## src/logic/risc_core_pkg.sv

```systemverilog
// shared constants, types and alu for the risc core sequencer
package risc_core_pkg;

  // ----------------------------------------------------------------
  // sizes, vectors and addresses
  // ----------------------------------------------------------------
  localparam int          STACK_DEPTH_DEF = 6;
  localparam int          STAT_SP_W       = 3;
  localparam logic [11:0] RESET_VECTOR    = 12'h000;
  localparam logic [11:0] INT_VECTOR_DEF  = 12'h004;
  localparam logic [11:0] PC_STEP         = 12'h001;
  localparam logic [7:0]  PCL_DM_ADDR     = 8'h06;
  localparam logic [1:0]  CLS_JUMP        = 2'h3;
  localparam int          CTRL_INT_EN_BIT = 0;
  localparam int          PCL_LANE        = 0;

  // wishbone register byte addresses
  localparam logic [3:0] REG_PCL  = 4'h0;
  localparam logic [3:0] REG_STAT = 4'h4;
  localparam logic [3:0] REG_ACC  = 4'h8;
  localparam logic [3:0] REG_CTRL = 4'hC;

  // decimal adjust figures
  localparam logic [7:0] DAA_LO  = 8'h06;
  localparam logic [7:0] DAA_HI  = 8'h60;
  localparam logic [3:0] BCD_MAX = 4'h9;

  // ----------------------------------------------------------------
  // types
  // ----------------------------------------------------------------
  typedef enum logic [1:0] {
    PH_T1 = 2'b00, PH_T2 = 2'b01, PH_T3 = 2'b10, PH_T4 = 2'b11
  } phase_e;

  typedef enum logic [4:0] {
    OP_NOP = 5'b00000, OP_ADD = 5'b00001, OP_ADC  = 5'b00010, OP_SUB = 5'b00011,
    OP_SBC = 5'b00100, OP_DAA = 5'b00101, OP_AND  = 5'b00110, OP_OR  = 5'b00111,
    OP_XOR = 5'b01000, OP_CPL = 5'b01001, OP_RR   = 5'b01010, OP_RRC = 5'b01011,
    OP_RL  = 5'b01100, OP_RLC = 5'b01101, OP_INC  = 5'b01110, OP_DEC = 5'b01111,
    OP_SZ  = 5'b10000, OP_SNZ = 5'b10001, OP_SIZ  = 5'b10010, OP_SDZ = 5'b10011,
    OP_RET = 5'b10100, OP_RETURN_FROM_INTERRUPT = 5'b10101
  } op_e;

  typedef struct packed {
    logic [1:0] cls;
    op_e        op;
    logic       to_mem;
    logic [7:0] addr;
  } instr_s;

  typedef struct packed {
    logic ov;
    logic z;
    logic ac;
    logic c;
  } status_s;

  typedef struct packed {
    logic [7:0] val;
    status_s    st;
    status_s    upd;
  } alu_res_s;

  typedef struct packed {
    logic [7:0] addr;
    logic [7:0] wdata;
    logic       we;
  } dm_req_s;

  typedef struct packed {
    logic [22:0]          zero;
    logic                 pend;
    logic                 full;
    logic [STAT_SP_W-1:0] sp;
    status_s              flags;
  } stat_rd_s;

  // ----------------------------------------------------------------
  // functions
  // ----------------------------------------------------------------
  // ops that store a result somewhere
  function automatic logic writes(input op_e op);
    return !(op inside {OP_NOP, OP_SZ, OP_SNZ, OP_RET, OP_RETURN_FROM_INTERRUPT});
  endfunction

  // subtract is add of the inverted operand, carry set means no borrow
  function automatic alu_res_s alu(input op_e op, input logic [7:0] a,
                                   input logic [7:0] m, input status_s st);
    alu_res_s   r;
    logic [7:0] b;
    logic       cin;
    logic [8:0] s;
    logic [4:0] h;
    r   = '0;
    b   = (op == OP_SUB || op == OP_SBC) ? ~m : m;
    cin = (op == OP_ADC || op == OP_SBC) ? st.c : (op == OP_SUB);
    s   = {1'b0, a} + {1'b0, b} + {8'h00, cin};
    h   = {1'b0, a[3:0]} + {1'b0, b[3:0]} + {4'h0, cin};
    case (op)
      OP_ADD, OP_ADC, OP_SUB, OP_SBC: begin
        r.val   = s[7:0];
        r.st.c  = s[8];
        r.st.ac = h[4];
        r.st.ov = (a[7] == b[7]) && (s[7] != a[7]);
        r.upd   = '1;
      end
      OP_DAA: begin
        s = {1'b0, a};
        if (a[3:0] > BCD_MAX || st.ac) begin
          s = s + {1'b0, DAA_LO};
        end
        if (s[7:4] > BCD_MAX || st.c || s[8]) begin
          s = s + {1'b0, DAA_HI};
        end
        r.val   = s[7:0];
        r.st.c  = s[8] | st.c;
        r.upd.c = 1'b1;
      end
      OP_AND:         r.val = a & m;
      OP_OR:          r.val = a | m;
      OP_XOR:         r.val = a ^ m;
      OP_CPL:         r.val = ~m;
      OP_RR:          r.val = {m[0], m[7:1]};
      OP_RL:          r.val = {m[6:0], m[7]};
      OP_RRC: begin
        r.val   = {st.c, m[7:1]};
        r.st.c  = m[0];
        r.upd.c = 1'b1;
      end
      OP_RLC: begin
        r.val   = {m[6:0], st.c};
        r.st.c  = m[7];
        r.upd.c = 1'b1;
      end
      OP_INC, OP_SIZ: r.val = m + 8'h01;
      OP_DEC, OP_SDZ: r.val = m - 8'h01;
      OP_SZ, OP_SNZ:  r.val = m;
      default:        r.val = a;
    endcase
    r.st.z  = (r.val == 8'h00);
    r.upd.z = (op inside {OP_ADD, OP_ADC, OP_SUB, OP_SBC, OP_AND, OP_OR,
                          OP_XOR, OP_CPL, OP_INC, OP_DEC});
    return r;
  endfunction

endpackage

```

## src/logic/risc_core_sequencer.sv

```systemverilog
// instruction sequencer, return stack, alu and wishbone register slave
//
// Implementation choices: the register offsets and the Wishbone register port.
`timescale 1ns/1ps

module risc_core_sequencer #(
  parameter int          STACK_DEPTH = risc_core_pkg::STACK_DEPTH_DEF,
  parameter logic [11:0] INT_VECTOR  = risc_core_pkg::INT_VECTOR_DEF
) (
  // clock and reset
  input  wire logic                    clk_i,
  input  wire logic                    rst_i,
  // wishbone slave
  input  wire logic                    wb_cyc_i,
  input  wire logic                    wb_stb_i,
  input  wire logic                    wb_we_i,
  input  wire logic [3:0]              wb_adr_i,
  input  wire logic [3:0]              wb_sel_i,
  input  wire logic [31:0]             wb_dat_i,
  output logic      [31:0]             wb_dat_o,
  output logic                         wb_ack_o,
  // program memory
  output logic      [11:0]             pm_addr_o,
  input  wire logic [15:0]             pm_data_i,
  // data memory
  output risc_core_pkg::dm_req_s       dm_req_o,
  input  wire logic [7:0]              dm_rdata_i,
  // interrupt and phase
  input  wire logic                    irq_i,
  output logic                         int_ack_o,
  output logic      [3:0]              instruction_phase_clocks_o
);

  // ----------------------------------------------------------------
  // state
  // ----------------------------------------------------------------
  localparam int              SP_W    = $clog2(STACK_DEPTH + 1);
  localparam logic [SP_W-1:0] SP_FULL = SP_W'(STACK_DEPTH);

  risc_core_pkg::phase_e   phase_r;
  risc_core_pkg::instr_s   pf_r;
  risc_core_pkg::instr_s   ir_r;
  risc_core_pkg::status_s  st_r;
  risc_core_pkg::alu_res_s res_r;
  risc_core_pkg::alu_res_s alu_now;
  logic [11:0]             pc_r;
  logic                    pf_valid_r;
  logic                    ir_valid_r;
  logic [7:0]              opnd_r;
  logic [7:0]              acc_r;
  logic [11:0]             stk_r [STACK_DEPTH];
  logic [SP_W-1:0]         sp_r;
  logic                    int_pend_r;
  logic                    int_en_r;
  logic                    pcl_wb_pend_r;
  logic [7:0]              pcl_wb_val_r;
  logic [15:0]             ir_raw;
  logic                    is_jmp;
  logic                    alu_op;
  logic                    is_ret;
  logic                    skip;
  logic                    wr_mem;
  logic                    wr_acc;
  logic                    pcl_wr;
  logic                    full;
  logic                    xfer;
  logic                    pcl_wb_go;
  logic                    ack;
  logic                    push;
  logic                    pop;
  logic                    t4;
  logic [11:0]             push_val;
  logic                    wb_wr;

  // ----------------------------------------------------------------
  // decode of the executing instruction
  // ----------------------------------------------------------------
  // all transfer decisions settle by the last phase
  always_comb begin
    ir_raw    = ir_r;
    t4        = (phase_r == risc_core_pkg::PH_T4);
    is_jmp    = ir_valid_r && (ir_r.cls == risc_core_pkg::CLS_JUMP);
    alu_op    = ir_valid_r && !is_jmp;
    is_ret    = alu_op && (ir_r.op inside {risc_core_pkg::OP_RET,
                                           risc_core_pkg::OP_RETURN_FROM_INTERRUPT});
    skip      = alu_op && (((ir_r.op inside {risc_core_pkg::OP_SZ, risc_core_pkg::OP_SIZ,
                                              risc_core_pkg::OP_SDZ}) && res_r.st.z)
                || (ir_r.op == risc_core_pkg::OP_SNZ && !res_r.st.z));
    wr_mem    = alu_op && ir_r.to_mem && risc_core_pkg::writes(ir_r.op)
                && (ir_r.op != risc_core_pkg::OP_DAA);
    wr_acc    = alu_op && risc_core_pkg::writes(ir_r.op) && !wr_mem;
    pcl_wr    = wr_mem && (ir_r.addr == risc_core_pkg::PCL_DM_ADDR);
    full      = (sp_r == SP_FULL);
    xfer      = is_jmp || is_ret || skip || pcl_wr;
    pcl_wb_go = pcl_wb_pend_r && !xfer;
    ack       = int_pend_r && int_en_r && !full && !xfer && !pcl_wb_pend_r;
    push      = t4 && ((is_jmp && ir_raw[12]) || ack);
    pop       = t4 && is_ret;
    push_val  = pc_r - risc_core_pkg::PC_STEP;  // pc runs one past the prefetched word
    alu_now   = risc_core_pkg::alu(ir_r.op, acc_r, opnd_r, st_r);
  end

  // ----------------------------------------------------------------
  // phase sequencer
  // ----------------------------------------------------------------
  always_ff @(posedge clk_i) begin
    if (rst_i) begin
      phase_r                    <= risc_core_pkg::PH_T1;
      instruction_phase_clocks_o <= 4'h1;
    end else begin
      case (phase_r)
        risc_core_pkg::PH_T1: begin
          phase_r                    <= risc_core_pkg::PH_T2;
          instruction_phase_clocks_o <= 4'h2;
        end
        risc_core_pkg::PH_T2: begin
          phase_r                    <= risc_core_pkg::PH_T3;
          instruction_phase_clocks_o <= 4'h4;
        end
        risc_core_pkg::PH_T3: begin
          phase_r                    <= risc_core_pkg::PH_T4;
          instruction_phase_clocks_o <= 4'h8;
        end
        default: begin
          phase_r                    <= risc_core_pkg::PH_T1;
          instruction_phase_clocks_o <= 4'h1;
        end
      endcase
    end
  end

  // ----------------------------------------------------------------
  // program counter and prefetch
  // ----------------------------------------------------------------
  // the prefetch slot is marked empty on any transfer so the next cycle is a dummy
  always_ff @(posedge clk_i) begin
    if (rst_i) begin
      pc_r       <= risc_core_pkg::RESET_VECTOR;
      pm_addr_o  <= risc_core_pkg::RESET_VECTOR;
      pf_r       <= '0;
      pf_valid_r <= 1'b0;
      ir_r       <= '0;
      ir_valid_r <= 1'b0;
    end else begin
      case (phase_r)
        risc_core_pkg::PH_T1: begin
          pm_addr_o  <= pc_r;
          pc_r       <= pc_r + risc_core_pkg::PC_STEP;
          ir_r       <= pf_r;
          ir_valid_r <= pf_valid_r;
        end
        risc_core_pkg::PH_T4: begin
          pf_r       <= risc_core_pkg::instr_s'(pm_data_i);
          pf_valid_r <= !(xfer || pcl_wb_pend_r || ack);
          if (is_jmp) begin
            pc_r <= ir_raw[11:0];
          end else if (is_ret) begin
            pc_r <= stk_r[0];
          end else if (pcl_wr) begin
            pc_r <= {pc_r[11:8], res_r.val};
          end else if (pcl_wb_go) begin
            pc_r <= {pc_r[11:8], pcl_wb_val_r};
          end else if (ack) begin
            pc_r <= INT_VECTOR;
          end
        end
        default: ;
      endcase
    end
  end

  // ----------------------------------------------------------------
  // operand fetch, alu and data memory
  // ----------------------------------------------------------------
  // the low byte answers from the live counter instead of data memory
  always_ff @(posedge clk_i) begin
    if (rst_i) begin
      opnd_r   <= 8'h00;
      res_r    <= '0;
      dm_req_o <= '0;
    end else begin
      case (phase_r)
        risc_core_pkg::PH_T1: dm_req_o.addr <= pf_r.addr;
        risc_core_pkg::PH_T2: begin
          opnd_r <= (dm_req_o.addr == risc_core_pkg::PCL_DM_ADDR) ?
                    pc_r[7:0] : dm_rdata_i;
        end
        risc_core_pkg::PH_T3: begin
          res_r          <= alu_now;
          dm_req_o.wdata <= alu_now.val;
          dm_req_o.we    <= wr_mem && (ir_r.addr != risc_core_pkg::PCL_DM_ADDR);
        end
        default: dm_req_o.we <= 1'b0;
      endcase
    end
  end

  // accumulator and status commit at the end of the cycle
  always_ff @(posedge clk_i) begin
    if (rst_i) begin
      acc_r <= 8'h00;
      st_r  <= '0;
    end else if (t4 && alu_op) begin
      if (wr_acc) begin
        acc_r <= res_r.val;
      end
      st_r <= risc_core_pkg::status_s'((st_r & ~res_r.upd) | (res_r.st & res_r.upd));
    end
  end

  // ----------------------------------------------------------------
  // return stack
  // ----------------------------------------------------------------
  // shift structure: a push on a full stack drops the deepest entry
  always_ff @(posedge clk_i) begin
    if (push) begin
      for (int i = STACK_DEPTH - 1; i > 0; i--) begin
        stk_r[i] <= stk_r[i-1];
      end
      stk_r[0] <= push_val;
    end else if (pop) begin
      for (int i = 0; i < STACK_DEPTH - 1; i++) begin
        stk_r[i] <= stk_r[i+1];
      end
    end
  end

  // pointer counts used levels and saturates at full
  always_ff @(posedge clk_i) begin
    if (rst_i) begin
      sp_r <= '0;
    end else if (push && !full) begin
      sp_r <= sp_r + 1'b1;
    end else if (pop && sp_r != '0) begin
      sp_r <= sp_r - 1'b1;
    end
  end

  // ----------------------------------------------------------------
  // interrupt request and acknowledge
  // ----------------------------------------------------------------
  // a new request in the acknowledge cycle wins over the clear
  always_ff @(posedge clk_i) begin
    if (rst_i) begin
      int_pend_r <= 1'b0;
      int_ack_o  <= 1'b0;
    end else begin
      int_pend_r <= irq_i || (int_pend_r && !(t4 && ack));
      int_ack_o  <= t4 && ack;
    end
  end

  // ----------------------------------------------------------------
  // wishbone slave
  // ----------------------------------------------------------------
  assign wb_wr = wb_cyc_i && wb_stb_i && wb_we_i && wb_ack_o;

  // one wait state; unmapped reads give zero and unmapped writes are dropped
  always_ff @(posedge clk_i) begin
    if (rst_i) begin
      wb_ack_o <= 1'b0;
      wb_dat_o <= 32'h0000_0000;
    end else begin
      wb_ack_o <= wb_cyc_i && wb_stb_i && !wb_ack_o;
      case (wb_adr_i)
        risc_core_pkg::REG_PCL:  wb_dat_o <= {24'h00_0000, pc_r[7:0]};
        risc_core_pkg::REG_STAT: wb_dat_o <= risc_core_pkg::stat_rd_s'{
          zero: '0, pend: int_pend_r, full: full,
          sp: risc_core_pkg::STAT_SP_W'(sp_r), flags: st_r};
        risc_core_pkg::REG_ACC:  wb_dat_o <= {24'h00_0000, acc_r};
        risc_core_pkg::REG_CTRL: wb_dat_o <= {31'h0000_0000, int_en_r};
        default:                 wb_dat_o <= 32'h0000_0000;
      endcase
    end
  end

  // software writes; a pending low byte jump is consumed in the last phase
  always_ff @(posedge clk_i) begin
    if (rst_i) begin
      int_en_r      <= 1'b0;
      pcl_wb_pend_r <= 1'b0;
      pcl_wb_val_r  <= 8'h00;
    end else begin
      if (wb_wr && wb_adr_i == risc_core_pkg::REG_CTRL
          && wb_sel_i[risc_core_pkg::PCL_LANE]) begin
        int_en_r <= wb_dat_i[risc_core_pkg::CTRL_INT_EN_BIT];
      end
      if (wb_wr && wb_adr_i == risc_core_pkg::REG_PCL
          && wb_sel_i[risc_core_pkg::PCL_LANE]) begin
        pcl_wb_pend_r <= 1'b1;
        pcl_wb_val_r  <= wb_dat_i[7:0];
      end else if (t4 && pcl_wb_go) begin
        pcl_wb_pend_r <= 1'b0;
      end
    end
  end
endmodule // risc_core_sequencer

```

## config.mk

```make
export PLATFORM = sky130hd
export DESIGN_NAME = risc_core_sequencer
export DESIGN_NICKNAME = d
export VERILOG_FILES = /design/src/logic/risc_core_pkg.sv /design/src/logic/risc_core_sequencer.sv
export SDC_FILE = /design/constraint.sdc
export NUM_CORES = 1
export LEC_CHECK = 0
export ABC_CLOCK_PERIOD_IN_PS = 5500
export BUFFER_PORTS_ARGS = -buffer_cell sky130_fd_sc_hd__buf_4
export CORE_ASPECT_RATIO = 1.5
export CORE_MARGIN = 8
export CORE_UTILIZATION = 55
export DETAILED_ROUTE_END_ITERATION = 16
export PLACE_DENSITY_LB_ADDON = 0.12
export SLEW_MARGIN = 20
export SYNTH_ARGS = -nofsm -noshare
export SYNTH_HDL_FRONTEND = slang
export SYNTH_SLANG_ARGS = --single-unit
```

## constraint.sdc

```tcl
create_clock -name clk_i -period 5.5 [get_ports clk_i]
set_input_delay 0.825 -clock clk_i [delete_from_list [all_inputs] [get_ports clk_i]]
set_output_delay 0.825 -clock clk_i [all_outputs]
set_load 0.01 [all_outputs]
```

==> summary.md <==
Of the total power, the share spent switching nets is 33.6%. The number of antenna violations at the first check in global routing is 0. The die area is 0.0250 sq mm.

After layout, the design draws a total of 4370 uW. After routing, the total negative slack on setup checks comes to 0 ns. Compared with the post-synthesis result, the final layout area differs by 10.1%.

The number of synthesized register bits came out at 197. The most critical setup path has its endpoint at res_r[6]. The tool flagged a number of max-cap violations equal to 0. By instance count, the leading cell after synthesis is sky130_fd_sc_hd__nand2_1. Once detailed placement completed, the half-perimeter wirelength came to 23.7 mm.

The number of distinct library cell variants in the gate-level netlist after synthesis is 83, and the number of post-CTS setup repair buffers is 0. In this run the remaining antenna-violating nets after routing total 0. The first detailed-routing pass took 7 iterations.

Of the available clock period, the critical path in the final layout requires 76.9%. STA classifies the critical path startpoint as a flip-flop. By count the netlist is led by sky130_fd_sc_hd__nand2_1, sky130_fd_sc_hd__nor2_1, sky130_fd_sc_hd__dfxtp_1. For the first-pass GRT wire length, the log shows 50.1 mm. Measured against its own limit, the worst slew margin works out to 29.9%. After clock tree synthesis, the clock-pin slew on the worst setup and hold paths is 0.07 ns. The tools report the internal power as 2900 uW.

The path class of the tightest hold or removal check is reg -> reg. In this run the static leakage power is 0.00486 uW. The number of global-route vias before repair is 8928. TritonCTS created 17 clock buffers. The sum of overflow across all layers after global routing was 0. Combinational logic burns 28.6% of the power. Measured along the x axis, the die boundary spans 132 um. For the area of placed instances, the log shows 0.0116 sq mm. Clock tree synthesis selected as its root buffer the cell sky130_fd_sc_hd__clkbuf_16. Setup violations remaining at the end of the flow were counted as 0. Clock latency on the worst-skew pair, taken at its later pin, is 0.44 ns. The all-layer global routing usage is 25.6%. Sorting the synthesized cells by area gives the leading types as sky130_fd_sc_hd__dfxtp_1, sky130_fd_sc_hd__edfxtp_1, sky130_fd_sc_hd__nand2_1, sky130_fd_sc_hd__mux2i_1, sky130_fd_sc_hd__nor2_1. The logs give 0 for the number of antenna cells inserted and 61.6% for the final core utilization. The count of boundary I/O pins is 137. sky130_fd_sc_hd__dfxtp_1 takes more of the synthesized area than any other cell. The total detailed-routing wirelength was 32.4 mm. In this run the power spent charging and discharging nets is 1470 uW.

The number of levels in the clock H-tree is 4, and the cell depth of the worst flop-to-flop path is 15. The Yosys step of the flow raised 0 warnings. The startpoint identified for the worst register-to-register timing path is ir_r[10].

For the pin with the worst max-slew slack, the measured transition is 1.04 ns. Timing would allow up to 236 MHz. With fillers left out, the area of the finished cells amounts to 0.0122 sq mm. Cells with a size suffix above 1 make up 12.1% of the layout. From bottom edge to top edge, the die measures 190 um. VDD sags by at most 299 uV. The total vias in the final route was 9189.

Registers are responsible for 42.3% of the overall power. The tools report the launching instance or port of the critical path as ir_r[10]. The floorplan step defined a core boundary enclosing 0.0198 sq mm.

The smallest clock period supported by the final layout is computed as 4.23 ns. The classification of the worst setup path was reg -> reg. The hold violation count in the final report is 0, and the largest net degree at the start of global routing is 63. Across all hold checks on the routed design, the worst slack comes to 0.451 ns. The endpoint of the worst register-to-register path was res_r[6]. In the routed design, unresolved DRC markers number 0. The logs give 0 for the number of buffers inserted for hold repair after clock tree synthesis and 197 for the clock net sink count. The detailed-route wire length per cell was 20.8 um. The arrival time of the worst setup path was 4.58 ns. At the worst endpoint, the required time is 5.85 ns. Of all nets on the critical path, the largest fanout is 26. The run finished with clean final reports. In this run the core area contains 63 standard-cell rows. The async set-or-reset flop fraction in the synthesized netlist is 0%, and the number of DRC violations after detailed-routing iteration 0 is 696. The final layout contains 1397 nets.

The area of the mapped netlist was 0.0111 sq mm; the number of buffers added on ports was 86. Post-CTS repair changed the size of 0 cells. The run gives 0 as the max-slew violation count.

Endpoint kind of the worst setup timing path: a flip-flop. Setup repair after global routing left no endpoint under its margin. The share of total power dissipated in the clock network is 29.1%. For this design the ratio of total power to cell area is 358 mW/mm^2. TritonCTS built the clock tree. The initial cell density of the core is 56.0%, and the fraction of synthesized cell area taken by the top area cell type is 22.6%. The global placer's final weighted congestion is 0.983, and the number of enable flip-flop cells after synthesis is 72. For flop-to-flop paths, the worst setup slack is 1.27 ns.

The average cell area after synthesis works out to 8.72 sq um. In the synthesized netlist, the number of instances is 1270. In the synthesized netlist the dominant register cell turns out to be sky130_fd_sc_hd__dfxtp_1. Buffer depth of the longest clock path: 2.

The post-route clock skew was 0.0103 ns; the share of the yosys chip area belonging to registers was 42.1%. The via count normalized by instance count was 5.90.
## area by class of cell
cell class	count	area, sq um
Clock buffer	23	468
Tap cell	260	325
Fill cell	1777	7590
Clock inverter	8	128
Timing Repair Buffer	103	773
Multi-Input combinational cell	929	5690
Sequential cell	197	4660
Inverter	38	143
## cells by family after synthesis
family	count (synthesis)	synth area share, %
adder cells (fa/ha/maj)	41	4.90
XOR/XNOR	35	2.77
flip-flops	197	42.1
buffers and inverters	166	7.38
multiplexers	76	6.98
AO/OA/AOI/OAI	232	14.4
AND/OR/NAND/NOR	522	21.4
other	1	0.0339
## power groups by stage
stage	clock (uW)	sequential, uW	combinational (uW)
2_1_floorplan	0	1750	999
3_3_place_gp	0	1870	1230
3_5_place_dp	0	1880	1240
4_1_cts	1290	1840	1250
5_1_grt	1340	1860	1370
6_report	1270	1850	1250
## layout by cell type (no fill, tap or decap), drive strengths merged, types with 23 or more instances in the layout
cell	synthesis	routed
a21oi	56	56
buf	62	103
clkbuf	66	23
conb	1	23
dfxtp	125	125
edfxtp	72	72
ha	37	37
inv	38	40
mux2i	75	75
nand2	215	215
nand3	35	35
nor2	147	147
nor3	25	25
o21ai	50	50
xnor2	25	25
## critical path, cell delays in order (launching register included)
cell and delay, ns:
sky130_fd_sc_hd__dfxtp_1 0.50, sky130_fd_sc_hd__buf_4 0.35, sky130_fd_sc_hd__nor3_1 0.09, sky130_fd_sc_hd__nand2b_1 0.16
sky130_fd_sc_hd__nand2_1 0.34, sky130_fd_sc_hd__xnor2_1 0.20, sky130_fd_sc_hd__fa_1 0.24, sky130_fd_sc_hd__inv_1 0.06
sky130_fd_sc_hd__fa_1 0.40, sky130_fd_sc_hd__nand2b_1 0.16, sky130_fd_sc_hd__a21oi_1 0.30, sky130_fd_sc_hd__xor2_1 0.14
sky130_fd_sc_hd__a2111oi_0 0.49, sky130_fd_sc_hd__o21ai_1 0.15, sky130_fd_sc_hd__a2111o_1 0.41, sky130_fd_sc_hd__o31ai_2 0.18
## worst min-delay path by stage
stage                 start      endpoint  slack (ns)  cells after the start
2_1_floorplan   stk_r[4][0]   stk_r[5][0]        0.43                      0
5_1_grt         stk_r[4][4]   stk_r[5][4]        0.46                      0
3_5_place_dp    stk_r[4][5]   stk_r[5][5]        0.44                      0
3_3_place_gp    stk_r[4][0]   stk_r[5][0]        0.43                      0
6_report       stk_r[4][11]  stk_r[5][11]        0.45                      0
4_1_cts            wb_ack_o      wb_ack_o        0.45                      1
## state kept, by name, summed over array words and instances, names as in the netlist, 2 cells and up, named ones only
| signal | cells |
|---|---|
| sp_r | 3 |
| pf_r | 16 |
| ir_r | 8 |
| opnd_r | 8 |
| stk_r | 72 |
| acc_r | 8 |
| phase_r | 2 |
| res_r | 15 |
| pcl_wb_val_r | 8 |
| instruction_phase_clocks_o | 4 |
| wb_dat_o | 9 |
| pc_r | 12 |
| dm_req_o | 9 |
| pm_addr_o | 12 |
## metal layers
metal | vias to the layer above | track usage, % | routed length, um
met4 | 0 | 12.9 | 1390
met5 | - | 0 | 0
met2 | 259 | 47.4 | 17500
li1 | 4423 | - | -
met3 | 70 | 3.59 | 1100
met1 | 4437 | 27.8 | 12500
## metrics by stage
stage | setup WS (ns) | cells
3_5_place_dp | 1.37 | 1527
3_3_place_gp | 1.37 | 1527
4_1_cts | 1.32 | 1558
6_report | 1.27 | 1558
5_1_grt | 1.02 | 1558
2_1_floorplan | 1.55 | 1292
No activity file was read; power rests on OpenSTA's default activity.
